## config.mk

```make
export PLATFORM = sky130hd
export DESIGN_NAME = clsp_speed_pid
export DESIGN_NICKNAME = d
export VERILOG_FILES = /design/src/include/clsp_pkg.sv /design/src/rtl/clsp_speed_pid.sv
export SDC_FILE = /design/constraint.sdc
export NUM_CORES = 2
export LEC_CHECK = 0
export ABC_AREA = 1
export ABC_CLOCK_PERIOD_IN_PS = 9400
export CORE_MARGIN = 3
export CORE_UTILIZATION = 55
export DETAILED_ROUTE_END_ITERATION = 8
export DONT_BUFFER_PORTS = 1
export PLACE_DENSITY = 0.77
export SETUP_SLACK_MARGIN = 0.05
export SYNTH_ARGS = -nofsm -noshare
export SYNTH_HDL_FRONTEND = slang
export SYNTH_SLANG_ARGS = --single-unit
```

## constraint.sdc

```tcl
create_clock -name pclk -period 9.4 [get_ports pclk]
set_input_delay 1.41 -clock pclk [delete_from_list [all_inputs] [get_ports pclk]]
set_output_delay 1.41 -clock pclk [all_outputs]
set_load 0.01 [all_outputs]
```

## src/include/clsp_pkg.sv

```systemverilog
package clsp_pkg;

	// Register byte offsets
	localparam logic [7:0] OFF_CTRL    = 8'h00;
	localparam logic [7:0] OFF_GAINS   = 8'h04;
	localparam logic [7:0] OFF_TGT     = 8'h08;
	localparam logic [7:0] OFF_STATUS  = 8'h0c;
	localparam logic [7:0] OFF_POWER   = 8'h10;
	localparam logic [7:0] OFF_MEAS    = 8'h14;

	// Control field positions
	localparam int CTRL_MODE_LSB  = 0;
	localparam int CTRL_ENC_BIT   = 4;
	localparam int CTRL_RUN_BIT   = 5;
	localparam int CTRL_PANEL_BIT = 6;

	// Reset values
	localparam logic [31:0] CTRL_RST  = 32'h0000_0000;
	localparam logic [31:0] GAINS_RST = 32'h0000_0000;

	// Control period
	localparam int CLK_HZ         = 20_000_000;
	localparam int PERIOD_MS      = 16;
	localparam int PERIOD_CYCLES  = CLK_HZ / 1000 * PERIOD_MS;

	// Analog speed scaling: 8-bit ADC code, mid-scale reads zero
	localparam logic [7:0] ADC_MID = 8'h80;
	localparam logic signed [7:0] SPD_MAX = 8'sh7f;
	localparam logic signed [7:0] SPD_MIN = -8'sh7f;

	// Power command range
	localparam logic signed [15:0] PWR_MAX = 16'sh007f;
	localparam logic signed [15:0] PWR_MIN = -16'sh007f;

	typedef enum logic [1:0] {
		MC_OPEN,
		MC_SPD_SEP,
		MC_SPD_MIX,
		MC_SPD_A_POS_B
	} clsp_mode_type;

	typedef struct packed {
		logic [7:0] kp;
		logic [7:0] ki;
		logic [7:0] kd;
	} clsp_gains_type;

	typedef struct packed {
		logic [7:0] a;
		logic [7:0] b;
	} clsp_adc_type;

endpackage

```

## src/rtl/clsp_speed_pid.sv

```systemverilog
`timescale 1ns/1ps
// Operation
// (RULE1) Mode selects separate, mixed, or A-speed B-position
// (RULE2) A-speed B-position mode regulates channel A only
// (RULE3) Panel path cannot select closed loop modes
// (RULE4) Encoder feedback only when module fitted
// (RULE5) Sensor gives 0V reverse, 5V forward, 2.5V stop
// (RULE6) Analog reading maps to signed -127..+127
// (RULE7) Every 16 ms sample speed, error = target - speed
// (RULE8) Proportional term is error times gain
// (RULE9) Differential term is error change times gain
// (RULE10) Integral term accumulates error times gain
// (RULE11) Keep adjusting power each period until reached
// (RULE12) Lasting low feedback ramps power to full
// (RULE13) One gain set shared by both channels
// (RULE14) Saturate sum and integral to power range
module clsp_speed_pid #(
	parameter int PERIOD = clsp_pkg::PERIOD_CYCLES
) (
	// Clock and reset
	input  wire logic                  pclk,
	input  wire logic                  presetn,
	// APB slave
	input  wire logic                  psel,
	input  wire logic                  penable,
	input  wire logic                  pwrite,
	input  wire logic [7:0]            paddr,
	input  wire logic [31:0]           pwdata,
	output logic      [31:0]           prdata,
	output logic                       pready,
	output logic                       pslverr,
	// Sensors
	input  wire clsp_pkg::clsp_adc_type adc_speed,
	input  wire logic signed [7:0]     enc_speed_a,
	input  wire logic signed [7:0]     enc_speed_b,
	input  wire logic                  enc_present,
	// Front panel mode request
	input  wire logic                  panel_mode_we,
	input  wire logic [1:0]            panel_mode,
	// Power stage
	output logic signed [7:0]          power_a,
	output logic signed [7:0]          power_b,
	output logic                       loop_active_a,
	output logic                       loop_active_b,
	output logic                       period_tick
);

	logic [31:0]          ctrl_q;
	clsp_pkg::clsp_gains_type gains_q;
	logic signed [7:0]    tgt_a_q;
	logic signed [7:0]    tgt_b_q;
	logic                 panel_refused_q;
	logic [31:0]          cnt_q;
	logic                 tick;
	clsp_pkg::clsp_adc_type adc_s1_q;
	clsp_pkg::clsp_adc_type adc_s2_q;
	logic [1:0]           encp_q;
	logic signed [7:0]    enca_s1_q, enca_s2_q, encb_s1_q, encb_s2_q;
	logic signed [7:0]    meas_q [2];
	logic signed [15:0]   pwr_q [2];
	logic [1:0]           act;

	clsp_pkg::clsp_mode_type mode;
	assign mode = clsp_pkg::clsp_mode_type'(ctrl_q[clsp_pkg::CTRL_MODE_LSB +: 2]);

	wire wr_en = psel && penable && pwrite;

	// Sensor pin synchronisers
	always_ff @(posedge pclk or negedge presetn) begin
		if (!presetn) begin
			adc_s1_q  <= '0;
			adc_s2_q  <= '0;
			encp_q    <= 2'h0;
			enca_s1_q <= 8'sh00;
			enca_s2_q <= 8'sh00;
			encb_s1_q <= 8'sh00;
			encb_s2_q <= 8'sh00;
		end else begin
			adc_s1_q  <= adc_speed;
			adc_s2_q  <= adc_s1_q;
			encp_q    <= {encp_q[0], enc_present};
			enca_s1_q <= enc_speed_a;
			enca_s2_q <= enca_s1_q;
			encb_s1_q <= enc_speed_b;
			encb_s2_q <= encb_s1_q;
		end
	end

	// Control and gain registers
	always_ff @(posedge pclk or negedge presetn) begin
		if (!presetn) begin
			ctrl_q          <= clsp_pkg::CTRL_RST;
			gains_q         <= clsp_pkg::GAINS_RST[23:0];
			tgt_a_q         <= 8'sh00;
			tgt_b_q         <= 8'sh00;
			panel_refused_q <= 1'b0;
		end else begin
			if (wr_en && paddr == clsp_pkg::OFF_CTRL) begin
				ctrl_q <= {26'h0, pwdata[5:0]};
			end else if (panel_mode_we
				&& clsp_pkg::clsp_mode_type'(panel_mode) == clsp_pkg::MC_OPEN) begin
				ctrl_q[clsp_pkg::CTRL_MODE_LSB +: 2] <= panel_mode;
			end
			// Refusal is recorded even beside a bus write; it wins over a clear
			if (panel_mode_we
				&& clsp_pkg::clsp_mode_type'(panel_mode) != clsp_pkg::MC_OPEN) begin
				panel_refused_q <= 1'b1; // see (RULE3)
			end else if (wr_en && paddr == clsp_pkg::OFF_STATUS
				&& pwdata[clsp_pkg::CTRL_PANEL_BIT]) begin
				panel_refused_q <= 1'b0;
			end
			if (wr_en && paddr == clsp_pkg::OFF_GAINS) begin
				gains_q <= pwdata[23:0]; // see (RULE13)
			end
			if (wr_en && paddr == clsp_pkg::OFF_TGT) begin
				tgt_a_q <= pwdata[7:0];
				tgt_b_q <= pwdata[15:8];
			end
		end
	end

	// 16 ms control period divider
	always_ff @(posedge pclk or negedge presetn) begin
		if (!presetn) begin
			cnt_q <= 32'h0;
		end else if (cnt_q == 32'(PERIOD - 1)) begin
			cnt_q <= 32'h0;
		end else begin
			cnt_q <= cnt_q + 32'h1;
		end
	end
	assign tick = (cnt_q == 32'(PERIOD - 1)); // see (RULE7)

	always_ff @(posedge pclk or negedge presetn) begin
		if (!presetn) begin
			period_tick <= 1'b0;
		end else begin
			period_tick <= tick;
		end
	end

	// Channel enables by mode
	always_comb begin
		act = 2'b00;
		if (ctrl_q[clsp_pkg::CTRL_RUN_BIT]) begin
			case (mode)
				clsp_pkg::MC_SPD_SEP:     act = 2'b11; // see (RULE1)
				clsp_pkg::MC_SPD_MIX:     act = 2'b11; // see (RULE1)
				clsp_pkg::MC_SPD_A_POS_B: act = 2'b01; // see (RULE2)
				default:                  act = 2'b00;
			endcase
		end
	end

	// Per-channel PID
	for (genvar ch = 0; ch < 2; ch++) begin : g_ch
		logic [7:0]         adc;
		logic signed [7:0]  enc;
		logic signed [7:0]  tgt;
		logic signed [8:0]  ana;
		logic signed [7:0]  meas;
		logic signed [15:0] err;
		logic signed [15:0] err_prev_q;
		logic signed [15:0] integ_q;
		logic signed [31:0] p_term, d_term, i_sum, i_sat, total;
		logic signed [15:0] i_new;

		assign adc = (ch == 0) ? adc_s2_q.a : adc_s2_q.b;
		assign enc = (ch == 0) ? enca_s2_q : encb_s2_q;
		assign tgt = (ch == 0) ? tgt_a_q : tgt_b_q;

		// Analog code to signed speed, clamped to +/-127
		assign ana = $signed({1'b0, adc}) - $signed({1'b0, clsp_pkg::ADC_MID}); // see (RULE6)
		assign meas = (ana < -9'sd127) ? clsp_pkg::SPD_MIN : ana[7:0]; // see (RULE6)

		always_comb begin
			p_term = 32'sh0;
			d_term = 32'sh0;
			i_sum  = 32'sh0;
			i_sat  = 32'sh0;
			total  = 32'sh0;
			i_new  = 16'sh0;
			p_term = err * $signed({1'b0, gains_q.kp}); // see (RULE8)
			d_term = (err - err_prev_q) * $signed({1'b0, gains_q.kd}); // see (RULE9)
			i_sum  = 32'(integ_q) + err * $signed({1'b0, gains_q.ki}); // see (RULE10)
			if (i_sum > 32'(clsp_pkg::PWR_MAX)) begin
				i_sat = 32'(clsp_pkg::PWR_MAX); // see (RULE14)
			end else if (i_sum < 32'(clsp_pkg::PWR_MIN)) begin
				i_sat = 32'(clsp_pkg::PWR_MIN); // see (RULE14)
			end else begin
				i_sat = i_sum;
			end
			i_new = i_sat[15:0];
			total = p_term + d_term + i_sat; // see (RULE11)
		end

		// Feedback source: encoder only with module fitted
		always_ff @(posedge pclk or negedge presetn) begin
			if (!presetn) begin
				meas_q[ch] <= 8'sh00;
			end else if (tick) begin
				if (ctrl_q[clsp_pkg::CTRL_ENC_BIT] && encp_q[1]) begin
					meas_q[ch] <= enc; // see (RULE4)
				end else begin
					meas_q[ch] <= meas; // see (RULE4)
				end
			end
		end

		assign err = 16'(tgt) - 16'(meas_q[ch]); // see (RULE7)

		// Update once per period, one cycle after sampling
		always_ff @(posedge pclk or negedge presetn) begin
			if (!presetn) begin
				err_prev_q <= 16'sh0;
				integ_q    <= 16'sh0;
				pwr_q[ch]  <= 16'sh0;
			end else if (!act[ch]) begin
				err_prev_q <= 16'sh0;
				integ_q    <= 16'sh0;
				pwr_q[ch]  <= 16'sh0;
			end else if (period_tick) begin
				err_prev_q <= err; // see (RULE9)
				integ_q    <= i_new; // see (RULE12)
				if (total > 32'(clsp_pkg::PWR_MAX)) begin
					pwr_q[ch] <= clsp_pkg::PWR_MAX; // see (RULE14)
				end else if (total < 32'(clsp_pkg::PWR_MIN)) begin
					pwr_q[ch] <= clsp_pkg::PWR_MIN; // see (RULE14)
				end else begin
					pwr_q[ch] <= total[15:0];
				end
			end
		end
	end

	always_ff @(posedge pclk or negedge presetn) begin
		if (!presetn) begin
			power_a       <= 8'sh00;
			power_b       <= 8'sh00;
			loop_active_a <= 1'b0;
			loop_active_b <= 1'b0;
		end else begin
			power_a       <= pwr_q[0][7:0];
			power_b       <= pwr_q[1][7:0];
			loop_active_a <= act[0];
			loop_active_b <= act[1];
		end
	end

	// APB read and answer, zero wait states
	always_ff @(posedge pclk or negedge presetn) begin
		if (!presetn) begin
			prdata  <= 32'h0;
			pready  <= 1'b0;
			pslverr <= 1'b0;
		end else begin
			pready  <= psel && !penable;
			pslverr <= 1'b0;
			if (psel && !penable) begin
				case (paddr)
					clsp_pkg::OFF_CTRL:   prdata <= ctrl_q;
					clsp_pkg::OFF_GAINS:  prdata <= {8'h0, gains_q};
					clsp_pkg::OFF_TGT:    prdata <= {16'h0, tgt_b_q, tgt_a_q};
					clsp_pkg::OFF_STATUS: prdata <= {25'h0, panel_refused_q,
						encp_q[1], 3'h0, act};
					clsp_pkg::OFF_POWER:  prdata <= {16'h0, pwr_q[1][7:0], pwr_q[0][7:0]};
					clsp_pkg::OFF_MEAS:   prdata <= {16'h0, meas_q[1], meas_q[0]};
					default: begin
						prdata  <= 32'h0;
						pslverr <= 1'b1;
					end
				endcase
			end
		end
	end

endmodule

```

==> reports/summary.txt <==
leakage power - 25.2 nW
crit path to - pwr_q[17]
IO buf count - 0
H-tree Lvls - 1
Clock Path Buffers - 3
FF-to-FF Start - meas_q[8]
Power Density - 164 nW/µm²
CP most frequent cell - nand2_1
CTS clock-pin slew for the worst setup and hold paths - 0.06 ns
global-route wire length before repair - 182000 µm
crit path launch type - register
Placer Congestion - 0.961
violated checks - setup timing
routed vias - 35200
Die Area - 77200 µm²
Die W - 278 µm
final period utilization - 113%
final setup vio count - 16
CTS tree - done
Initial Util - 55.6%
ANT nets after route - 0
vias in the first global route - 36000
clk_lat worst skew - 0.59 ns
Multi-input gate area - 31500 µm²
initial antenna violation count - 5
Reg2Reg Depth - 58
mean post-synth cell area - 7.81 µm²
nature of the critical path endpoint - register
skew final - 0.0296 ns
DR WL/cell - 17.4 µm
dpl hpwl - 90200 µm
core area - 73100 µm²
layout cell share with drive strength beyond 1 - 21.2%
area growth from synthesis to layout - 21.3%
WHS - 0.348 ns
final global-route overflow total - 0
Setup WS pre-CTS - -1.56 ns
setup slack after layout - -1.26 ns
Tightest Pin Transition - 1.14 ns
clock root cell - clkbuf_16
NumNets Final - 6679
final hold vios - 0
peak supply drop - 0.154 mV
DRC Markers - 0
largest net degree at the start of global routing - 273
CP Data Required Time - 9.86 ns
Crit Path Category - register to register
Cells after Synth - 5204
register area - 6810 µm²
Slew Viols, Final - 0
I/O Pins - 134
critical path arrival - 11.11 ns
sequential fraction of the synthesis area - 16.8%
clock sinks - 272
Syn. warnings - 0
min-delay src - enca_s1_q[0]
Worst Hold Class - register to register
Worst R2R Setup Slack - -1.26 ns
Slowest-stage cell, CP - fa_2
post-DR vias/cell - 5.32
Max Fclk - 93.8 MHz
TritonCTS buffer count - 28
outcome - finished, violations left
max incr delay on CP - 0.56 ns
post-synth design cell area - 40600 µm²
hold buffers post-CTS - 0
Critical Path Start - meas_q[8]
crit path max fanout - 6
drt first-iter violations - 2773
Total Power - 8.08 mW
Seq cells post-synth - 272
layout filler cell count - 5468
Setup Total Neg Slack - -17.12 ns
minimum clock period after layout - 10.66 ns
die span in y - 278 µm
post-synth cell types - 55
TritonRoute pass-1 iters - 8
gr usage total - 29.3%
max cap viols - 0
FF-to-FF End - pwr_q[17]
Rows - 99
Slew headroom - 23.9%
unrepaired setup endpoints after global routing - yes
Routed WL - 115000 µm
[stage by stage]
stage | area, µm² | instances | util, %
6_report | 49300 | 6607 | 67.4
5_1_grt | 49300 | 6603 | 67.4
4_1_cts | 47800 | 6579 | 65.5
3_5_place_dp | 45200 | 6490 | 61.9
3_3_place_gp | 45200 | 6490 | 61.9
2_1_floorplan | 41200 | 5211 | -
[routing by layer]
| metal | part of all wire (%) | global-route usage (%) | wire length (µm) | up-vias |
|---|---|---|---|---|
| met3 | 8.9 | 6.30 | 10200 | 309 |
| li1 | - | - | - | 16300 |
| met4 | 4.4 | 9.37 | 5070 | 4 |
| met5 | 0.020 | 0 | 23 | - |
| met2 | 47 | 48.9 | 54100 | 1435 |
| met1 | 40 | 38.4 | 45600 | 17200 |
[sequential cells by signal (all words and copies together) (netlist names), 16 cells and up]
| name | cells |
|---|---|
| pwr_q | 16 |
| g_ch.adc | 16 |
| cnt_q | 32 |
| g_ch.integ_q | 32 |
| g_ch.tgt | 16 |
| adc_s1_q | 16 |
| gains_q | 24 |
| prdata | 24 |
| g_ch.err_prev_q | 18 |
| meas_q | 16 |
[synth_stat cells, drive strengths merged]
master,n,share of area [%]
a211o,1,0.022
a211oi,4,0.074
a21boi,2,0.037
a21o,10,0.18
a21oi,124,1.5
a221oi,9,0.19
a22o,1,0.022
a31oi,2,0.031
and2,16,0.25
and3,2,0.031
buf,31,0.42
clkbuf,81,0.75
clkinv,20,0.18
conb,1,0.0092
dfrtp,272,17
fa,639,31
ha,335,10
inv,1278,12
nand2,1189,11
nand3,157,2.0
nand3b,23,0.43
nand4,59,0.91
nor2,596,5.6
nor3,32,0.43
nor3b,1,0.018
nor4,12,0.20
o211ai,1,0.018
o21a,4,0.074
o21ai,119,1.5
o21bai,14,0.31
o221ai,2,0.043
o22ai,23,0.35
o311ai,2,0.043
o31ai,28,0.52
or2,19,0.29
or3,1,0.015
xnor2,43,0.98
xor2,51,1.2
[worst min-delay path by stage]
| stage | to | slack, ns | cells past startpoint |
|---|---|---|---|
| floorplan | enca_s2_q[0] | 0.33 | 0 |
| global placement | encb_s2_q[2] | 0.33 | 0 |
| detailed placement | g_ch[0].adc[6] | 0.33 | 0 |
| CTS | g_ch[0].adc[6] | 0.35 | 0 |
| global route | encb_s2_q[6] | 0.35 | 0 |
| finish | enca_s2_q[0] | 0.35 | 0 |
[timing repair]
item,4_1_cts,5_1_grt
gates resized for setup,331,340
setup endpoints to repair,16,16
setup buffers,39,25
pin swaps,186,216
[worst max-delay path: cells and delay by family (launching register included)]
kind / cells / cell delay (ns)
adder cells (fa/ha/maj): 12 / 5.11
AND/OR/NAND/NOR: 29 / 3.08
buffers and inverters: 11 / 0.93
AO/OA/AOI/OAI: 4 / 0.62
flip-flops: 1 / 0.49
XOR/XNOR: 2 / 0.29
[layout make-up]
cell class / instances / share of cell area, %
flip-flops and latches: 272 / 13.8
clock inverters: 19 / 0.406
multi-input cells: 3529 / 63.9
clock buffers: 31 / 1.47
well taps: 959 / 2.44
diodes: 4 / 0.0203
repair buffers: 495 / 7.95
inverters: 1298 / 9.96
[power breakdown]
part           switching, mW  leakage (nW)  internal, mW
logic                   3.33          21.1          2.41
clock network          0.523         0.447         0.621
registers             0.0111          3.57          1.19
[cell usage in the layout, fill, tap and decap left out, drive strengths merged, types with 23 or more instances in the layout]
cell,netlist,routed
xor2,51,51
nor3,32,32
o22ai,23,23
nor2,596,596
xnor2,43,43
ha,335,335
nand3b,23,23
o31ai,28,28
clkbuf,81,31
nand2,1189,1189
a21oi,124,124
dfrtp,272,272
inv,1278,1283
buf,31,495
fa,639,639
nand4,59,59
nand3,157,157
o21ai,119,119
clkinv,20,29
[logic make-up (layout without fill, tap and decap cells)]
logic type | count (synthesis) | in the layout | synth area share [%]
simple gates | 2107 | 2107 | 21.1
buf+inv | 1410 | 1843 | 13.2
fa+ha+maj | 974 | 974 | 41.8
compound gates | 346 | 346 | 4.93
flops | 272 | 272 | 16.8
xor+xnor | 94 | 94 | 2.19
other cells | 1 | 12 | 0.00923
Note: power is estimated with default switching activity, not from simulation.
